===== config.mk =====
export PLATFORM = sky130hd
export DESIGN_NAME = lpc_regs
export DESIGN_NICKNAME = d
export VERILOG_FILES = /design/src/logic/lpc_pkg.sv /design/src/logic/lpc_timer.sv /design/src/logic/lpc_regs.sv
export SDC_FILE = /design/constraint.sdc
export NUM_CORES = 1
export LEC_CHECK = 0
export ABC_AREA = 1
export CORE_MARGIN = 2
export CORE_UTILIZATION = 48
export CTS_CLUSTER_DIAMETER = 120
export CTS_CLUSTER_SIZE = 12
export DETAILED_ROUTE_END_ITERATION = 8
export DONT_BUFFER_PORTS = 1
export PLACE_DENSITY = 0.67
export SYNTH_ARGS = -nofsm -noshare
export SYNTH_HDL_FRONTEND = slang
export SYNTH_SLANG_ARGS = --single-unit
export TNS_END_PERCENT = 5

===== constraint.sdc =====
create_clock -name clk -period 3.93 [get_ports clk]
set_clock_uncertainty 0.15 [all_clocks]
set_input_delay 0.786 -clock clk [delete_from_list [all_inputs] [get_ports clk]]
set_output_delay 0.786 -clock clk [all_outputs]
set_load 0.02 [all_outputs]

===== src/logic/lpc_pkg.sv =====
// shared constants for the low-power calibration and trim register block
package lpc_pkg;

    // register offsets
    localparam logic [7:0] ADDR_TRIG_SRC  = 8'h6b;
    localparam logic [7:0] ADDR_SOFT_TRIG = 8'h6c;
    localparam logic [7:0] ADDR_LP_CTRL   = 8'h6e;
    localparam logic [7:0] ADDR_BG_CTRL   = 8'h70;
    localparam logic [7:0] ADDR_STATUS    = 8'h71;
    localparam logic [7:0] ADDR_GAIN      = 8'h7a;
    localparam logic [7:0] ADDR_REF       = 8'h7c;
    localparam logic [7:0] ADDR_TERM_A    = 8'h7e;
    localparam logic [7:0] ADDR_TERM_B    = 8'h7f;
    localparam logic [7:0] ADDR_TERM_C    = 8'h80;

    // low_power_cal_control field positions
    localparam int IDLE_SEL_MSB   = 7;
    localparam int IDLE_SEL_LSB   = 5;
    localparam int SETTLE_SEL_MSB = 4;
    localparam int SETTLE_SEL_LSB = 3;
    localparam int TRIG_SLEEP_BIT = 1;
    localparam int LOW_POWER_CAL_ENABLE_BIT      = 0;
    // single-bit control registers keep their bit here
    localparam int CTRL_BIT       = 0;
    localparam int REF_FIELD_W    = 4;

    // reset values
    localparam logic [7:0] RST_LP_CTRL   = 8'h88;
    localparam logic       RST_SOFT_TRIG = 1'h1;
    localparam logic       RST_TRIG_SRC  = 1'h0;
    localparam logic       RST_BG_EN     = 1'h0;
    localparam logic [7:0] RST_TRIM      = 8'h00;
    localparam logic [7:0] RD_ZERO       = 8'h00;

    // interval counts, in sampling clock periods (clk)
    localparam int TMR_W = 41;
    typedef logic [TMR_W-1:0] lpc_cnt_t;
    localparam lpc_cnt_t IDLE_CNT_DFLT [8] = '{
        41'd1152, 41'd4194432, 41'd33554560, 41'd268435584,
        41'd2147483776, 41'd17179869312, 41'd137438953600,
        41'd1099511627904};
    localparam lpc_cnt_t SETTLE_CNT_DFLT [4] = '{
        41'd1152, 41'd33554560, 41'd268435584, 41'd2147483776};

    typedef enum logic [1:0] {
        LPC_READY,
        LPC_SLEEP,
        LPC_SETTLE,
        LPC_CAL
    } lpc_state_t;

endpackage


===== src/logic/lpc_timer.sv =====
// down-counting interval timer, restarted by a start pulse
`timescale 1ns/1ps
module lpc_timer #(
    parameter int W = lpc_pkg::TMR_W
) (
    input  wire logic         clk,
    input  wire logic         rst,
    input  wire logic         start,
    input  wire logic [W-1:0] len,
    output logic              done,
    output logic              busy
);
    import lpc_pkg::*;

    logic [W-1:0] cnt;
    logic [W-1:0] next_cnt;
    logic         next_busy;

    // done is high in the last of len cycles after start
    assign done = busy && (cnt == '0);

    always_comb begin
        next_cnt  = cnt;
        next_busy = busy;
        if (start) begin
            next_cnt  = len - W'(1);
            next_busy = 1'b1;
        end else if (busy) begin
            if (cnt == '0) begin
                next_busy = 1'b0;
            end else begin
                next_cnt = cnt - W'(1);
            end
        end
    end

    always_ff @(posedge clk or posedge rst) begin
        if (rst) begin
            cnt  <= '0;
            busy <= 1'b0;
        end else begin
            cnt  <= next_cnt;
            busy <= next_busy;
        end
    end

endmodule


===== src/logic/lpc_regs.sv =====
// low-power background calibration control and factory trim registers
// What this block does
// - idle select codes 0..7 pick the sleep length in clock periods
// - timed sleep only when low power on and trigger-driven sleep off
// - idle select resets to 4; codes below 4 save little power
// - settle select codes 0..3 pick wake settle wait; resets to 1
// - settle wait applies in both sleep modes while low power is on
// - trigger-driven bit 0: sleep is timed autonomously from idle select
// - trigger-driven bit 1: sleep while trigger high, wake when low
// - low power enable bit 0 resets off, acts only with background cal
// - 8-bit gain adjust trims all cores together
// - 4-bit band-gap adjust holds factory value, readable and writable
// - channel A, B, C termination adjust registers, factory loaded
// - trim registers take post-reset values from the fuse loader
// - trigger comes from software bit or pin per source select
`timescale 1ns/1ps
module lpc_regs #(
    parameter lpc_pkg::lpc_cnt_t IDLE_CNT [8]   = lpc_pkg::IDLE_CNT_DFLT,
    parameter lpc_pkg::lpc_cnt_t SETTLE_CNT [4] = lpc_pkg::SETTLE_CNT_DFLT
) (
    input  wire logic       clk,
    input  wire logic       rst,
    input  wire logic [7:0] addr,
    input  wire logic [7:0] wr_data,
    input  wire logic       wr_en,
    input  wire logic       rd_en,
    output logic      [7:0] rd_data,
    input  wire logic       fuse_valid,
    input  wire logic [7:0] fuse_gain,
    input  wire logic [3:0] fuse_ref,
    input  wire logic [7:0] fuse_term_a,
    input  wire logic [7:0] fuse_term_b,
    input  wire logic [7:0] fuse_term_c,
    input  wire logic       cal_trigger_pin,
    input  wire logic       cal_done,
    output logic            core_sleep,
    output logic            cal_start,
    output logic            lp_active,
    output logic      [7:0] gain_adjust,
    output logic      [3:0] ref_adjust,
    output logic      [7:0] term_adjust_a,
    output logic      [7:0] term_adjust_b,
    output logic      [7:0] term_adjust_c
);
    import lpc_pkg::*;

    // software-visible registers
    logic [7:0] low_power_cal_control;
    logic       cal_trigger_source_sel;
    logic       software_cal_trigger;
    logic       background_cal_enable;
    logic [7:0] core_gain_adjust;
    logic [7:0] reference_voltage_adjust;
    logic [7:0] termination_adjust_ch_a;
    logic [7:0] termination_adjust_ch_b;
    logic [7:0] termination_adjust_ch_c;
    logic [7:0] next_low_power_cal_control;
    logic       next_cal_trigger_source_sel;
    logic       next_software_cal_trigger;
    logic       next_background_cal_enable;
    logic [7:0] next_core_gain_adjust;
    logic [7:0] next_reference_voltage_adjust;
    logic [7:0] next_termination_adjust_ch_a;
    logic [7:0] next_termination_adjust_ch_b;
    logic [7:0] next_termination_adjust_ch_c;
    logic [7:0] next_rd_data;
    // trigger pin synchroniser and filter
    logic trig_ff1;
    logic trig_ff2;
    logic trig_ff3;
    logic trig_pin_q;
    logic next_trig_pin_q;
    // sequencer
    lpc_state_t state;
    lpc_state_t next_state;
    logic       sleep_mode;
    logic       next_sleep_mode;
    logic       next_core_sleep;
    logic       next_cal_start;
    logic       next_lp_active;
    logic       tmr_start;
    lpc_cnt_t   tmr_len;
    logic       tmr_done;
    logic       tmr_busy;
    logic       lp_enable;
    logic       trig_mode;
    logic       trig_eff;
    logic [2:0] idle_sel;
    logic [1:0] settle_sel;
    assign idle_sel   = low_power_cal_control[IDLE_SEL_MSB:IDLE_SEL_LSB];
    assign settle_sel = low_power_cal_control[SETTLE_SEL_MSB:SETTLE_SEL_LSB];
    assign trig_mode  = low_power_cal_control[TRIG_SLEEP_BIT];
    // low power is only honoured under background calibration
    assign lp_enable  = low_power_cal_control[LOW_POWER_CAL_ENABLE_BIT]
                        && background_cal_enable;
    assign trig_eff   = cal_trigger_source_sel ? trig_pin_q
                                               : software_cal_trigger;
    assign gain_adjust   = core_gain_adjust;
    assign ref_adjust    = reference_voltage_adjust[REF_FIELD_W-1:0];
    assign term_adjust_a = termination_adjust_ch_a;
    assign term_adjust_b = termination_adjust_ch_b;
    assign term_adjust_c = termination_adjust_ch_c;
    // register writes and fuse loading
    always_comb begin
        next_low_power_cal_control    = low_power_cal_control;
        next_cal_trigger_source_sel   = cal_trigger_source_sel;
        next_software_cal_trigger     = software_cal_trigger;
        next_background_cal_enable    = background_cal_enable;
        next_core_gain_adjust         = core_gain_adjust;
        next_reference_voltage_adjust = reference_voltage_adjust;
        next_termination_adjust_ch_a  = termination_adjust_ch_a;
        next_termination_adjust_ch_b  = termination_adjust_ch_b;
        next_termination_adjust_ch_c  = termination_adjust_ch_c;
        if (wr_en) begin
            case (addr)
                ADDR_LP_CTRL:   next_low_power_cal_control = wr_data;
                ADDR_TRIG_SRC: next_cal_trigger_source_sel = wr_data[CTRL_BIT];
                ADDR_SOFT_TRIG: next_software_cal_trigger = wr_data[CTRL_BIT];
                ADDR_BG_CTRL: next_background_cal_enable = wr_data[CTRL_BIT];
                ADDR_GAIN:      next_core_gain_adjust = wr_data;
                ADDR_REF: next_reference_voltage_adjust = wr_data;
                ADDR_TERM_A: next_termination_adjust_ch_a = wr_data;
                ADDR_TERM_B: next_termination_adjust_ch_b = wr_data;
                ADDR_TERM_C: next_termination_adjust_ch_c = wr_data;
                default: ;
            endcase
        end
        // factory values arrive after reset and win over a same-cycle write
        if (fuse_valid) begin
            next_core_gain_adjust         = fuse_gain;
            next_reference_voltage_adjust = {4'h0, fuse_ref};
            next_termination_adjust_ch_a  = fuse_term_a;
            next_termination_adjust_ch_b  = fuse_term_b;
            next_termination_adjust_ch_c  = fuse_term_c;
        end
    end
    // read data stands in the cycle after the read strobe
    always_comb begin
        next_rd_data = RD_ZERO;
        if (rd_en) begin
            case (addr)
                ADDR_LP_CTRL:   next_rd_data = low_power_cal_control;
                ADDR_TRIG_SRC:  next_rd_data = {7'h0, cal_trigger_source_sel};
                ADDR_SOFT_TRIG: next_rd_data = {7'h0, software_cal_trigger};
                ADDR_BG_CTRL:   next_rd_data = {7'h0, background_cal_enable};
                ADDR_STATUS:
                    next_rd_data = {3'h0, tmr_busy, trig_eff, lp_active,
                                    state};
                ADDR_GAIN:      next_rd_data = core_gain_adjust;
                ADDR_REF:       next_rd_data = reference_voltage_adjust;
                ADDR_TERM_A:    next_rd_data = termination_adjust_ch_a;
                ADDR_TERM_B:    next_rd_data = termination_adjust_ch_b;
                ADDR_TERM_C:    next_rd_data = termination_adjust_ch_c;
                default:        next_rd_data = RD_ZERO;
            endcase
        end
    end
    always_ff @(posedge clk or posedge rst) begin
        if (rst) begin
            low_power_cal_control    <= RST_LP_CTRL;
            cal_trigger_source_sel   <= RST_TRIG_SRC;
            software_cal_trigger     <= RST_SOFT_TRIG;
            background_cal_enable    <= RST_BG_EN;
            core_gain_adjust         <= RST_TRIM;
            reference_voltage_adjust <= RST_TRIM;
            termination_adjust_ch_a  <= RST_TRIM;
            termination_adjust_ch_b  <= RST_TRIM;
            termination_adjust_ch_c  <= RST_TRIM;
            rd_data                  <= RD_ZERO;
        end else begin
            low_power_cal_control    <= next_low_power_cal_control;
            cal_trigger_source_sel   <= next_cal_trigger_source_sel;
            software_cal_trigger     <= next_software_cal_trigger;
            background_cal_enable    <= next_background_cal_enable;
            core_gain_adjust         <= next_core_gain_adjust;
            reference_voltage_adjust <= next_reference_voltage_adjust;
            termination_adjust_ch_a  <= next_termination_adjust_ch_a;
            termination_adjust_ch_b  <= next_termination_adjust_ch_b;
            termination_adjust_ch_c  <= next_termination_adjust_ch_c;
            rd_data                  <= next_rd_data;
        end
    end
    // pin level is accepted only once the last two stages agree
    always_comb begin
        next_trig_pin_q = trig_pin_q;
        if (trig_ff2 == trig_ff3) begin
            next_trig_pin_q = trig_ff3;
        end
    end
    always_ff @(posedge clk or posedge rst) begin
        if (rst) begin
            trig_ff1   <= 1'b0;
            trig_ff2   <= 1'b0;
            trig_ff3   <= 1'b0;
            trig_pin_q <= 1'b0;
        end else begin
            trig_ff1   <= cal_trigger_pin;
            trig_ff2   <= trig_ff1;
            trig_ff3   <= trig_ff2;
            trig_pin_q <= next_trig_pin_q;
        end
    end
    // sleep / settle / calibrate sequencer
    always_comb begin
        next_state      = state;
        next_sleep_mode = sleep_mode;
        next_cal_start  = 1'b0;
        tmr_start       = 1'b0;
        tmr_len         = IDLE_CNT[idle_sel];
        case (state)
            LPC_READY: begin
                if (lp_enable) begin
                    if (!trig_mode) begin
                        next_state      = LPC_SLEEP;
                        next_sleep_mode = 1'b0;
                        tmr_start       = 1'b1;
                    end else if (trig_eff) begin
                        next_state      = LPC_SLEEP;
                        next_sleep_mode = 1'b1;
                    end
                end
            end
            LPC_SLEEP: begin
                // a mode change mid-sleep drops back and re-enters cleanly
                if (!lp_enable || trig_mode != sleep_mode) begin
                    next_state = LPC_READY;
                end else if (sleep_mode ? !trig_eff : tmr_done) begin
                    next_state = LPC_SETTLE;
                    tmr_len    = SETTLE_CNT[settle_sel];
                    tmr_start  = 1'b1;
                end
            end
            LPC_SETTLE: begin
                if (!lp_enable) begin
                    next_state = LPC_READY;
                end else if (tmr_done) begin
                    next_state     = LPC_CAL;
                    next_cal_start = 1'b1;
                end
            end
            LPC_CAL: begin
                if (!lp_enable || cal_done) begin
                    next_state = LPC_READY;
                end
            end
            default: next_state = LPC_READY;
        endcase
        next_core_sleep = (next_state == LPC_SLEEP);
        next_lp_active  = lp_enable;
    end
    always_ff @(posedge clk or posedge rst) begin
        if (rst) begin
            state      <= LPC_READY;
            sleep_mode <= 1'b0;
            core_sleep <= 1'b0;
            cal_start  <= 1'b0;
            lp_active  <= 1'b0;
        end else begin
            state      <= next_state;
            sleep_mode <= next_sleep_mode;
            core_sleep <= next_core_sleep;
            cal_start  <= next_cal_start;
            lp_active  <= next_lp_active;
        end
    end
    lpc_timer #(.W (TMR_W)) u_timer (
        .clk   (clk),
        .rst   (rst),
        .start (tmr_start),
        .len   (tmr_len),
        .done  (tmr_done),
        .busy  (tmr_busy)
    );
    // checking helpers: cycles spent in the current state and its length
    lpc_cnt_t dwell;
    lpc_cnt_t dwell_len;
    always_ff @(posedge clk or posedge rst) begin
        if (rst) begin
            dwell     <= '0;
            dwell_len <= '0;
        end else begin
            dwell <= (next_state != state) ? '0 : dwell + TMR_W'(1);
            if (tmr_start) begin
                dwell_len <= tmr_len;
            end
        end
    end
endmodule


==> results.py, run 1 <==
metrics = {
    "critical_path": {
        "cp.buffers_inverters": 1,
        "critPathArrivalTime_ns": 3.20,
        "path_common_cell": "nand2_1",
        "crit_fanout": 23,
        "criticalPathCategory": "reg -> reg",
        "required_ns": 4.06,
        "slowest_stage": "dfrtp_1",
        "cp-end-kind": "flop",
        "cp_top_family": "simple AND/OR/NAND/NOR gates",
        "cp_cell_sequence": "nor2_1, nand2_1, nor2_1, nand2_1, nor2_2, nand3_2, nand2_2, nand3_4, nand2_4, a21oi_1, or2_1, nor2_2, nand2_1, nor2_1, nand3_1, nand2_1, inv_1",
        "slowest_delay_ns": 0.41,
        "startpoint_type": "flop",
    },
    "floorplanning": {
        "dieHeight_um": 118,
        "core_mm2": 0.0126,
        "initial_utilization_pct": 49.3,
        "num_io_pins": 106,
        "die_area_mm2": 0.0139,
        "die_w_um": 118,
        "num_rows": 41,
    },
    "clock_network": {
        "cts_max_path_buffers": 2,
        "clk_pin_slew_ns": 0.08,
        "cts.sinks": 111,
        "cts_hold_buffers": 0,
        "cts_tree": "done",
        "clock_latency_ns": 0.37,
        "root_buffer": "clkbuf_16",
        "cts.repair.resized": 0,
        "numCtsBuffers": 9,
        "h-tree-depth": 3,
        "post-cts-setup-buffers": 0,
    },
    "timing": {
        "fin_setup_tns_ns": 0,
        "slew_violations": 0,
        "rsz0062_at_grt": "no",
        "setup_viol": 0,
        "post-route-min-period_ns": 3.08,
        "maxSlewHeadroom_pct": 25.6,
        "hold_viol": 0,
        "tightest_slew_ns": 1.12,
        "fmax_mhz": 325,
        "fin_crit_sh_pct": 78.3,
    },
    "yosys": {
        "syn-mean-instance-area_um2": 7.40,
        "synth_edf_count": 0,
        "netlist_instances": 840,
        "synthArstFlopShare_pct": 100,
        "yosys_warnings": 0,
        "synth.distinct_cells": 45,
        "synth_ff_type": "dfrtp_1",
        "ys_ff_latch": 111,
        "synth_fp_nets": 899,
        "synth_largest_area_cell": "dfrtp_1",
        "syn_area_mm2": 0.00622,
        "synth.area.top_cells": "dfrtp_1 43%, nand2_1 13%, nor2_1 6.3%",
        "ys_top_cells_by_count": "218 x nand2_1, 108 x dfrtp_1, 104 x nor2_1, 92 x inv_1, 57 x o21ai_0",
        "synth_most_common_cell": "nand2_1",
        "yosysSeqAreaShare_pct": 44.7,
        "synth_top_cell_area_share_pct": 43.5,
    },
    "global_route": {
        "grt_pass1_wl_um": 27900,
        "antenna_found_initial": 0,
        "grt_max_degree": 65,
        "grt_pass1_vias": 5597,
        "grt_util_all_layers_pct": 25.1,
        "grt_remaining_overflow": 0,
    },
    "layout": {
        "nets": 896,
        "syn2layout_area_growth_pct": 8.09,
        "regArea_mm2": 0.00278,
        "multi_input_area_mm2": 0.00291,
        "diodes": 0,
        "fin_util_pct": 53.2,
        "fillCellCount": 1215,
        "layout-drive-gt1-share_pct": 8.79,
    },
    "drt": {
        "totalWireLength_um": 16700,
        "via_per_inst": 5.57,
        "dr.first_iter.drc_count": 450,
        "wl_per_cell_um": 16.4,
        "num_vias": 5643,
        "ant_nets": 0,
        "dr.pass1.iters": 5,
        "drc": 0,
    },
    "flow_run": {
        "drv_cap": 0,
    },
    "power": {
        "peakVddDrop_mv": 0.354,
        "power_density_mw_per_mm2": 645,
        "cellLeakagePower_nw": 3.41,
    },
    "status": {
        "outcome": "finished, final reports clean",
    },
    "place": {
        "dpl.hpwl_um": 12500,
        "gp_congestion": 0.938,
        "port_buffers": 0,
    },
    "hold_path": {
        "holdCritPathClass": "reg -> reg",
    },
}
[sequential cells by signal, indices dropped and copies added (netlist names), 2 cells and up]
register / cells
u_timer.cnt: 41
gain_adjust: 8
low_power_cal_control: 8
rd_data: 8
reference_voltage_adjust: 8
term_adjust_a: 8
term_adjust_b: 8
term_adjust_c: 8
state: 2
[kinds of logic (layout without fill, tap and decap cells)]
kind of cell               count (synthesis)  in the layout  synth area share [%]
adders and majority gates                  1              1                 0.161
buffers and inverters                    128            130                  8.47
xor gates and xnor gates                  12             12                  1.69
DFF                                      111            111                  44.7
and+or+nand+nor                          442            442                  31.3
AOI/OAI and AO/OA                        146            146                  13.6
[worst reg2reg max path: cells and delay by family, from the launching register on]
family	cells	cell delay, ns
and+or+nand+nor	15	2.28
buffers and inverters	1	0.04
DFF	1	0.41
AOI/OAI and AO/OA	1	0.10
[power by group]
part	leakage [nW]	internal [W]	total (W)	switching (W)
registers	1.46	0.00130	0.00148	0.000178
logic	1.79	0.000598	0.00185	0.00125
clock network	0.162	0.000522	0.00101	0.000490
[cell usage in the layout (no fill, tap or decap), drive strengths merged]
| cell type | netlist | final |
|---|---|---|
| and2 | 1 | 1 |
| o311ai | 4 | 4 |
| o22ai | 2 | 2 |
| a221oi | 8 | 8 |
| bufinv | 0 | 1 |
| o41ai | 1 | 1 |
| or2 | 3 | 3 |
| a32o | 5 | 5 |
| xor2 | 10 | 10 |
| nand3b | 2 | 2 |
| o21ai | 60 | 60 |
| maj3 | 1 | 1 |
| o2111ai | 1 | 1 |
| clkinv | 0 | 2 |
| dfrtp | 108 | 108 |
| nand4 | 17 | 17 |
| buf | 12 | 11 |
| inv | 103 | 107 |
| nand3 | 57 | 57 |
| o31ai | 5 | 5 |
| a221o | 1 | 1 |
| o21bai | 2 | 2 |
| dfstp | 3 | 3 |
| nor3 | 10 | 10 |
| a21oi | 50 | 50 |
| nand2 | 224 | 224 |
| xnor2 | 2 | 2 |
| a31oi | 6 | 6 |
| nor4 | 6 | 6 |
| nor2 | 122 | 122 |
| clkbuf | 13 | 9 |
| a22o | 1 | 1 |
[final timing paths]
kind                            slack [ns]  cells after the start       startpoint                        to
worst max register to register        0.85                     17  u_timer.cnt[34]           u_timer.cnt[35]
worst min-delay path                  0.21                      0         trig_ff1                  trig_ff2
min in group asynchronous             0.31                      1              rst                  state[0]
worst max-delay path                  0.85                     17  u_timer.cnt[34]           u_timer.cnt[35]
max in group asynchronous             2.54                      2              rst  low_power_cal_control[7]
worst min register to register        0.21                      0         trig_ff1                  trig_ff2
[per-layer routing]
metal  vias up  global-route usage (%)  part of all wire, %
met5         -                       0                    0
met4         0                    7.61                  1.9
met3        29                    6.98                  7.9
met2       211                    40.2                   46
met1      2668                    33.3                   44
li1       2735                       -                    -
[stage by stage]
step	instances	total power (W)	setup WS, ns	hold slack (ns)	area (um^2)
finish	1014	0.00433	0.853	0.206	6720
global route	1014	0.00468	0.539	0.220	6720
CTS	1014	0.00434	0.906	0.208	6720
detailed placement	998	0.00332	0.927	0.191	6390
global placement	998	0.00329	0.969	0.184	6390
floorplan	840	0.00292	0.0683	0.181	6220
[cell type report]
| cell class | instances | area share [%] |
|---|---|---|
| Inverter | 103 | 5.79 |
| Clock inverter | 7 | 1.56 |
| Sequential cell | 111 | 41.4 |
| Multi-Input combinational cell | 601 | 43.3 |
| Timing Repair Buffer | 11 | 1.42 |
| Tap cell | 172 | 3.20 |
| Clock buffer | 9 | 3.35 |
No activity file was read; power rests on OpenSTA's default activity.
==> run 2: changes to the inputs <==
- PLACE_DENSITY: 0.67 -> 0.65
- clock period: 3.93 -> 3 ns (I/O delays scaled with it)
==> results.py, run 2 (synthesis results as in run 1) <==
metrics = {
    "drt": {
        "drc": 0,
        "ant_nets": 0,
        "via_per_inst": 5.61,
        "dr.first_iter.drc_count": 457,
        "wl_per_cell_um": 16.7,
        "num_vias": 5804,
        "totalWireLength_um": 17300,
        "dr.pass1.iters": 5,
    },
    "floorplanning": {
        "die_area_mm2": 0.0139,
        "core_mm2": 0.0126,
        "initial_utilization_pct": 49.3,
        "dieHeight_um": 118,
        "num_io_pins": 106,
        "die_w_um": 118,
        "num_rows": 41,
    },
    "global_route": {
        "grt_pass1_vias": 5626,
        "grt_remaining_overflow": 0,
        "grt_pass1_wl_um": 28400,
        "grt_max_degree": 53,
        "grt_util_all_layers_pct": 25.4,
        "antenna_found_initial": 0,
    },
    "layout": {
        "largest_register_ffs": 41,
        "nets": 917,
        "top_register": "u_timer.cnt",
        "fin_area_mm2": 0.00695,
        "layout-drive-gt1-share_pct": 11.9,
        "layout_commonest_cell": "nand2_1",
        "diodes": 0,
        "syn2layout_area_growth_pct": 11.8,
        "layout_common_cells": "214 x nand2_1, 108 x dfrtp_1, 101 x nor2_1, 91 x inv_1, 57 x o21ai_0",
    },
    "power": {
        "peakVddDrop_mv": 0.427,
        "cellLeakagePower_nw": 3.52,
        "power_density_mw_per_mm2": 844,
    },
    "clock_network": {
        "clock_latency_ns": 0.38,
        "cts_max_path_buffers": 2,
        "cts_tree": "done",
        "numCtsBuffers": 9,
        "cts.sinks": 111,
        "root_buffer": "clkbuf_16",
        "h-tree-depth": 3,
        "clk_pin_slew_ns": 0.09,
        "cts_hold_buffers": 0,
    },
    "critical_path": {
        "cp-end-kind": "flop",
        "path_common_cell": "nand2_1",
        "r2r_start": "u_timer.cnt[14]",
        "cp_cell_sequence": "nor2_4, nand2_1, nor2_1, nand2_2, nor2_4, nand4_1, nand2_2, a21oi_4, buf_12, nand2_1, nand2_1, nor2_2, nand2_1, nor2_4, nand4_1, xnor2_1",
        "required_ns": 3.10,
        "startpoint_type": "flop",
        "crit_fanout": 16,
        "slowest_stage": "dfrtp_1",
        "crit_start": "u_timer.cnt[14]",
        "slowest_delay_ns": 0.43,
        "criticalPathCategory": "reg -> reg",
        "critPathArrivalTime_ns": 2.89,
    },
    "timing": {
        "tightest_slew_ns": 1.27,
        "fmax_mhz": 359,
        "slew_violations": 0,
        "setup_viol": 0,
        "post-route-min-period_ns": 2.79,
        "maxSlewHeadroom_pct": 15.1,
        "fin_crit_sh_pct": 92.9,
        "rsz0062_at_grt": "yes",
        "fin_setup_tns_ns": 0,
        "hold_viol": 0,
    },
    "place": {
        "port_buffers": 0,
        "gp_congestion": 0.936,
        "dpl.hpwl_um": 12800,
        "place_area_mm2": 0.00646,
    },
    "hold_path": {
        "holdCritPathClass": "in -> async",
    },
    "flow_run": {
        "drv_cap": 0,
    },
    "status": {
        "outcome": "finished, final reports clean",
    },
}
[run 2: timing repair]
| action | 4_1_cts | 5_1_grt |
|---|---|---|
| setup endpoints to repair | 0 | 24 |
| buffers inserted | 0 | 11 |
| resized for setup | 0 | 17 |
[run 2: critical path, delay by kind of cell (launching register included)]
family / cells / cell delay, ns
compound gates: 1 / 0.08
xor+xnor: 1 / 0.16
buf+inv: 1 / 0.16
flops: 1 / 0.43
simple gates: 13 / 1.71
[run 2: power by group]
part	total [W]	internal [W]	switching (W)
registers	0.00194	0.00170	0.000243
logic	0.00266	0.000893	0.00176
clock network	0.00127	0.000609	0.000661
total	0.00587	0.00320	0.00267
[run 2: cell type report]
class,count,area [um^2]
Clock buffer,9,225
Clock inverter,7,95.1
Fill cell,1242,5670
Inverter,103,390
Multi-Input combinational cell,601,2970
Sequential cell,111,2780
Tap cell,172,215
Timing Repair Buffer,32,274
[run 2: final timing paths]
check | end | slack [ns] | cells after the start
min in group clk | trig_ff1 | 0.10 | 0
setup / recovery | u_timer.cnt[27] | 0.21 | 16
setup reg to reg | u_timer.cnt[27] | 0.21 | 16
hold / removal | cal_trigger_source_sel | 0.02 | 1
hold reg to reg | trig_ff2 | 0.21 | 0
max in group asynchronous | rd_data[2] | 1.86 | 2
[run 2: per-stage QoR]
stage          power, W  hold WS, ns  utilization (%)  std cells  setup slack [ns]
5_1_grt         0.00631       0.0755             55.1       1035           -0.0749
6_report        0.00587       0.0209             55.1       1035             0.214
2_1_floorplan   0.00382        0.181                -        840             0.654
4_1_cts         0.00570       0.0434             53.7       1023            0.0663
3_5_place_dp    0.00442        0.190             51.2       1007            0.0971
3_3_place_gp    0.00437        0.186             51.2       1007             0.204
[run 2: layer usage]
metal  GRT usage (%)  up-vias  part of all wire [%]
met5               0        -                     0
met4            9.86        0                   2.3
met3            4.60       31                   6.9
met2            38.7      201                    45
met1            36.2     2788                    46
li1                -     2784                     -
==> run 3: changes to the inputs <==
- RECOVER_POWER: default -> 100
- REMOVE_ABC_BUFFERS: default -> 1
- SLEW_MARGIN: default -> 20
==> results.py, run 3 (synthesis results as in run 1) <==
metrics = {
    "layout": {
        "nets": 918,
        "diodes": 0,
        "layout-drive-gt1-share_pct": 13.3,
        "largest_register_ffs": 41,
        "layout_common_cells": "213 x nand2_1, 108 x dfrtp_1, 93 x nor2_1, 91 x inv_1, 56 x o21ai_0",
        "syn2layout_area_growth_pct": 12.3,
        "final_cells": 1036,
        "layout_commonest_cell": "nand2_1",
        "top_register": "u_timer.cnt",
    },
    "drt": {
        "drc": 0,
        "via_per_inst": 5.55,
        "wl_per_cell_um": 16.5,
        "totalWireLength_um": 17100,
        "dr.pass1.iters": 5,
        "ant_nets": 0,
        "dr.first_iter.drc_count": 414,
        "num_vias": 5750,
    },
    "clock_network": {
        "cts_hold_buffers": 0,
        "cts.sinks": 111,
        "cts_max_path_buffers": 2,
        "h-tree-depth": 3,
        "root_buffer": "clkbuf_16",
        "clk_pin_slew_ns": 0.07,
        "numCtsBuffers": 9,
        "clock_latency_ns": 0.37,
        "cts_tree": "done",
    },
    "place": {
        "dpl.hpwl_um": 12700,
        "place_inst": 1009,
        "gp_congestion": 0.950,
        "pre_cts_slack_ns": 0.103,
        "port_buffers": 0,
    },
    "critical_path": {
        "criticalPathCategory": "reg -> reg",
        "cp-end-kind": "flop",
        "crit_fanout": 8,
        "required_ns": 3.09,
        "cp_cell_sequence": "nor2_2, nand2_1, nor2_1, nand2_1, nor2_2, nand3_2, nand2_2, nand3_4, buf_12, nand2_8, buf_4, a21oi_1, nor2_1, nand3_2, nor2_4, nand4_1, xnor2_1",
        "startpoint_type": "flop",
        "slowest_stage": "dfrtp_1",
        "cp.buffers_inverters": 2,
        "slowest_delay_ns": 0.42,
        "critPathArrivalTime_ns": 2.88,
        "cp_top_family": "simple AND/OR/NAND/NOR gates",
    },
    "timing": {
        "rsz0062_at_grt": "yes",
        "setup_ws_ns": 0.211,
        "hold_viol": 0,
        "tightest_slew_ns": 1.94,
        "fin_crit_sh_pct": 93.0,
        "maxSlewHeadroom_pct": -30.1,
        "fmax_mhz": 359,
        "slew_violations": 46,
        "setup_viol": 0,
        "post-route-min-period_ns": 2.79,
    },
    "global_route": {
        "grt_pass1_wl_um": 28100,
        "grt_max_degree": 53,
        "grt_remaining_overflow": 0,
        "grt_pass1_vias": 5585,
        "grt_util_all_layers_pct": 25.3,
        "antenna_found_initial": 0,
    },
    "power": {
        "p_comb_share_pct": 46.0,
        "seqPwrFrac_pct": 33.0,
        "swShare_pct": 44.5,
        "p_sw_w": 0.00262,
        "power_density_mw_per_mm2": 843,
        "cellLeakagePower_nw": 3.53,
        "p_int_w": 0.00327,
        "pwr-share-clk_pct": 21.0,
        "peakVddDrop_mv": 0.423,
    },
    "flow_run": {
        "drv_cap": 1,
    },
    "floorplanning": {
        "core_mm2": 0.0126,
        "num_io_pins": 106,
        "die_w_um": 118,
        "die_area_mm2": 0.0139,
        "num_rows": 41,
        "initial_utilization_pct": 49.3,
        "dieHeight_um": 118,
    },
    "status": {
        "violations": "capacitance limit, slew limit",
        "outcome": "finished with violations",
    },
    "hold_path": {
        "holdCritPathClass": "in -> reg",
    },
}
run 3: final cells by class:
cell class | count | area (um^2)
flip-flops and latches | 111 | 2780
repair buffers | 32 | 274
multi-input cells | 602 | 3010
fillers | 1252 | 5640
inverters | 103 | 388
clock buffers | 11 | 253
clock inverters | 5 | 56.3
well taps | 172 | 215
run 3: worst paths after layout:
path,depth (start not counted),endpoint,slack (ns),from
max reg2reg,17,u_timer.cnt[27],0.21,u_timer.cnt[15]
min reg2reg,0,trig_ff2,0.20,trig_ff1
min in group asynchronous,1,term_adjust_b[0],0.44,rst
max in group asynchronous,2,u_timer.cnt[40],0.67,rst
min,0,trig_ff1,0.12,cal_trigger_pin
max,17,u_timer.cnt[27],0.21,u_timer.cnt[15]
run 3: power groups by stage:
stage	clock network (W)	logic, W	registers, W
floorplan	0	0.00189	0.00191
global placement	0	0.00240	0.00195
detailed placement	0	0.00245	0.00196
CTS	0.00126	0.00247	0.00193
global route	0.00133	0.00304	0.00196
finish	0.00124	0.00271	0.00194
run 3: per-layer routing:
metal  routed length (um)  global-route usage [%]
met1                 7580                    34.6
met3                 1270                    6.25
met5                    0                       0
met2                 8000                    40.0
met4                  210                    6.85
run 3: stage by stage:
step           setup TNS, ns  util, %  power (W)  area (um^2)  hold WS [ns]
2_1_floorplan         -72.97        -    0.00380         6080         0.181
3_3_place_gp               0     51.5    0.00435         6500         0.190
3_5_place_dp               0     51.5    0.00441         6500         0.196
4_1_cts                    0     53.9    0.00566         6810        0.0225
5_1_grt              -0.0102     55.3    0.00634         6980         0.100
6_report                   0     55.3    0.00588         6980         0.116
run 3: timing repair:
action	4_1_cts	5_1_grt
gates resized for setup	0	32
setup buffers	0	10
endpoints found under the setup margin	0	21
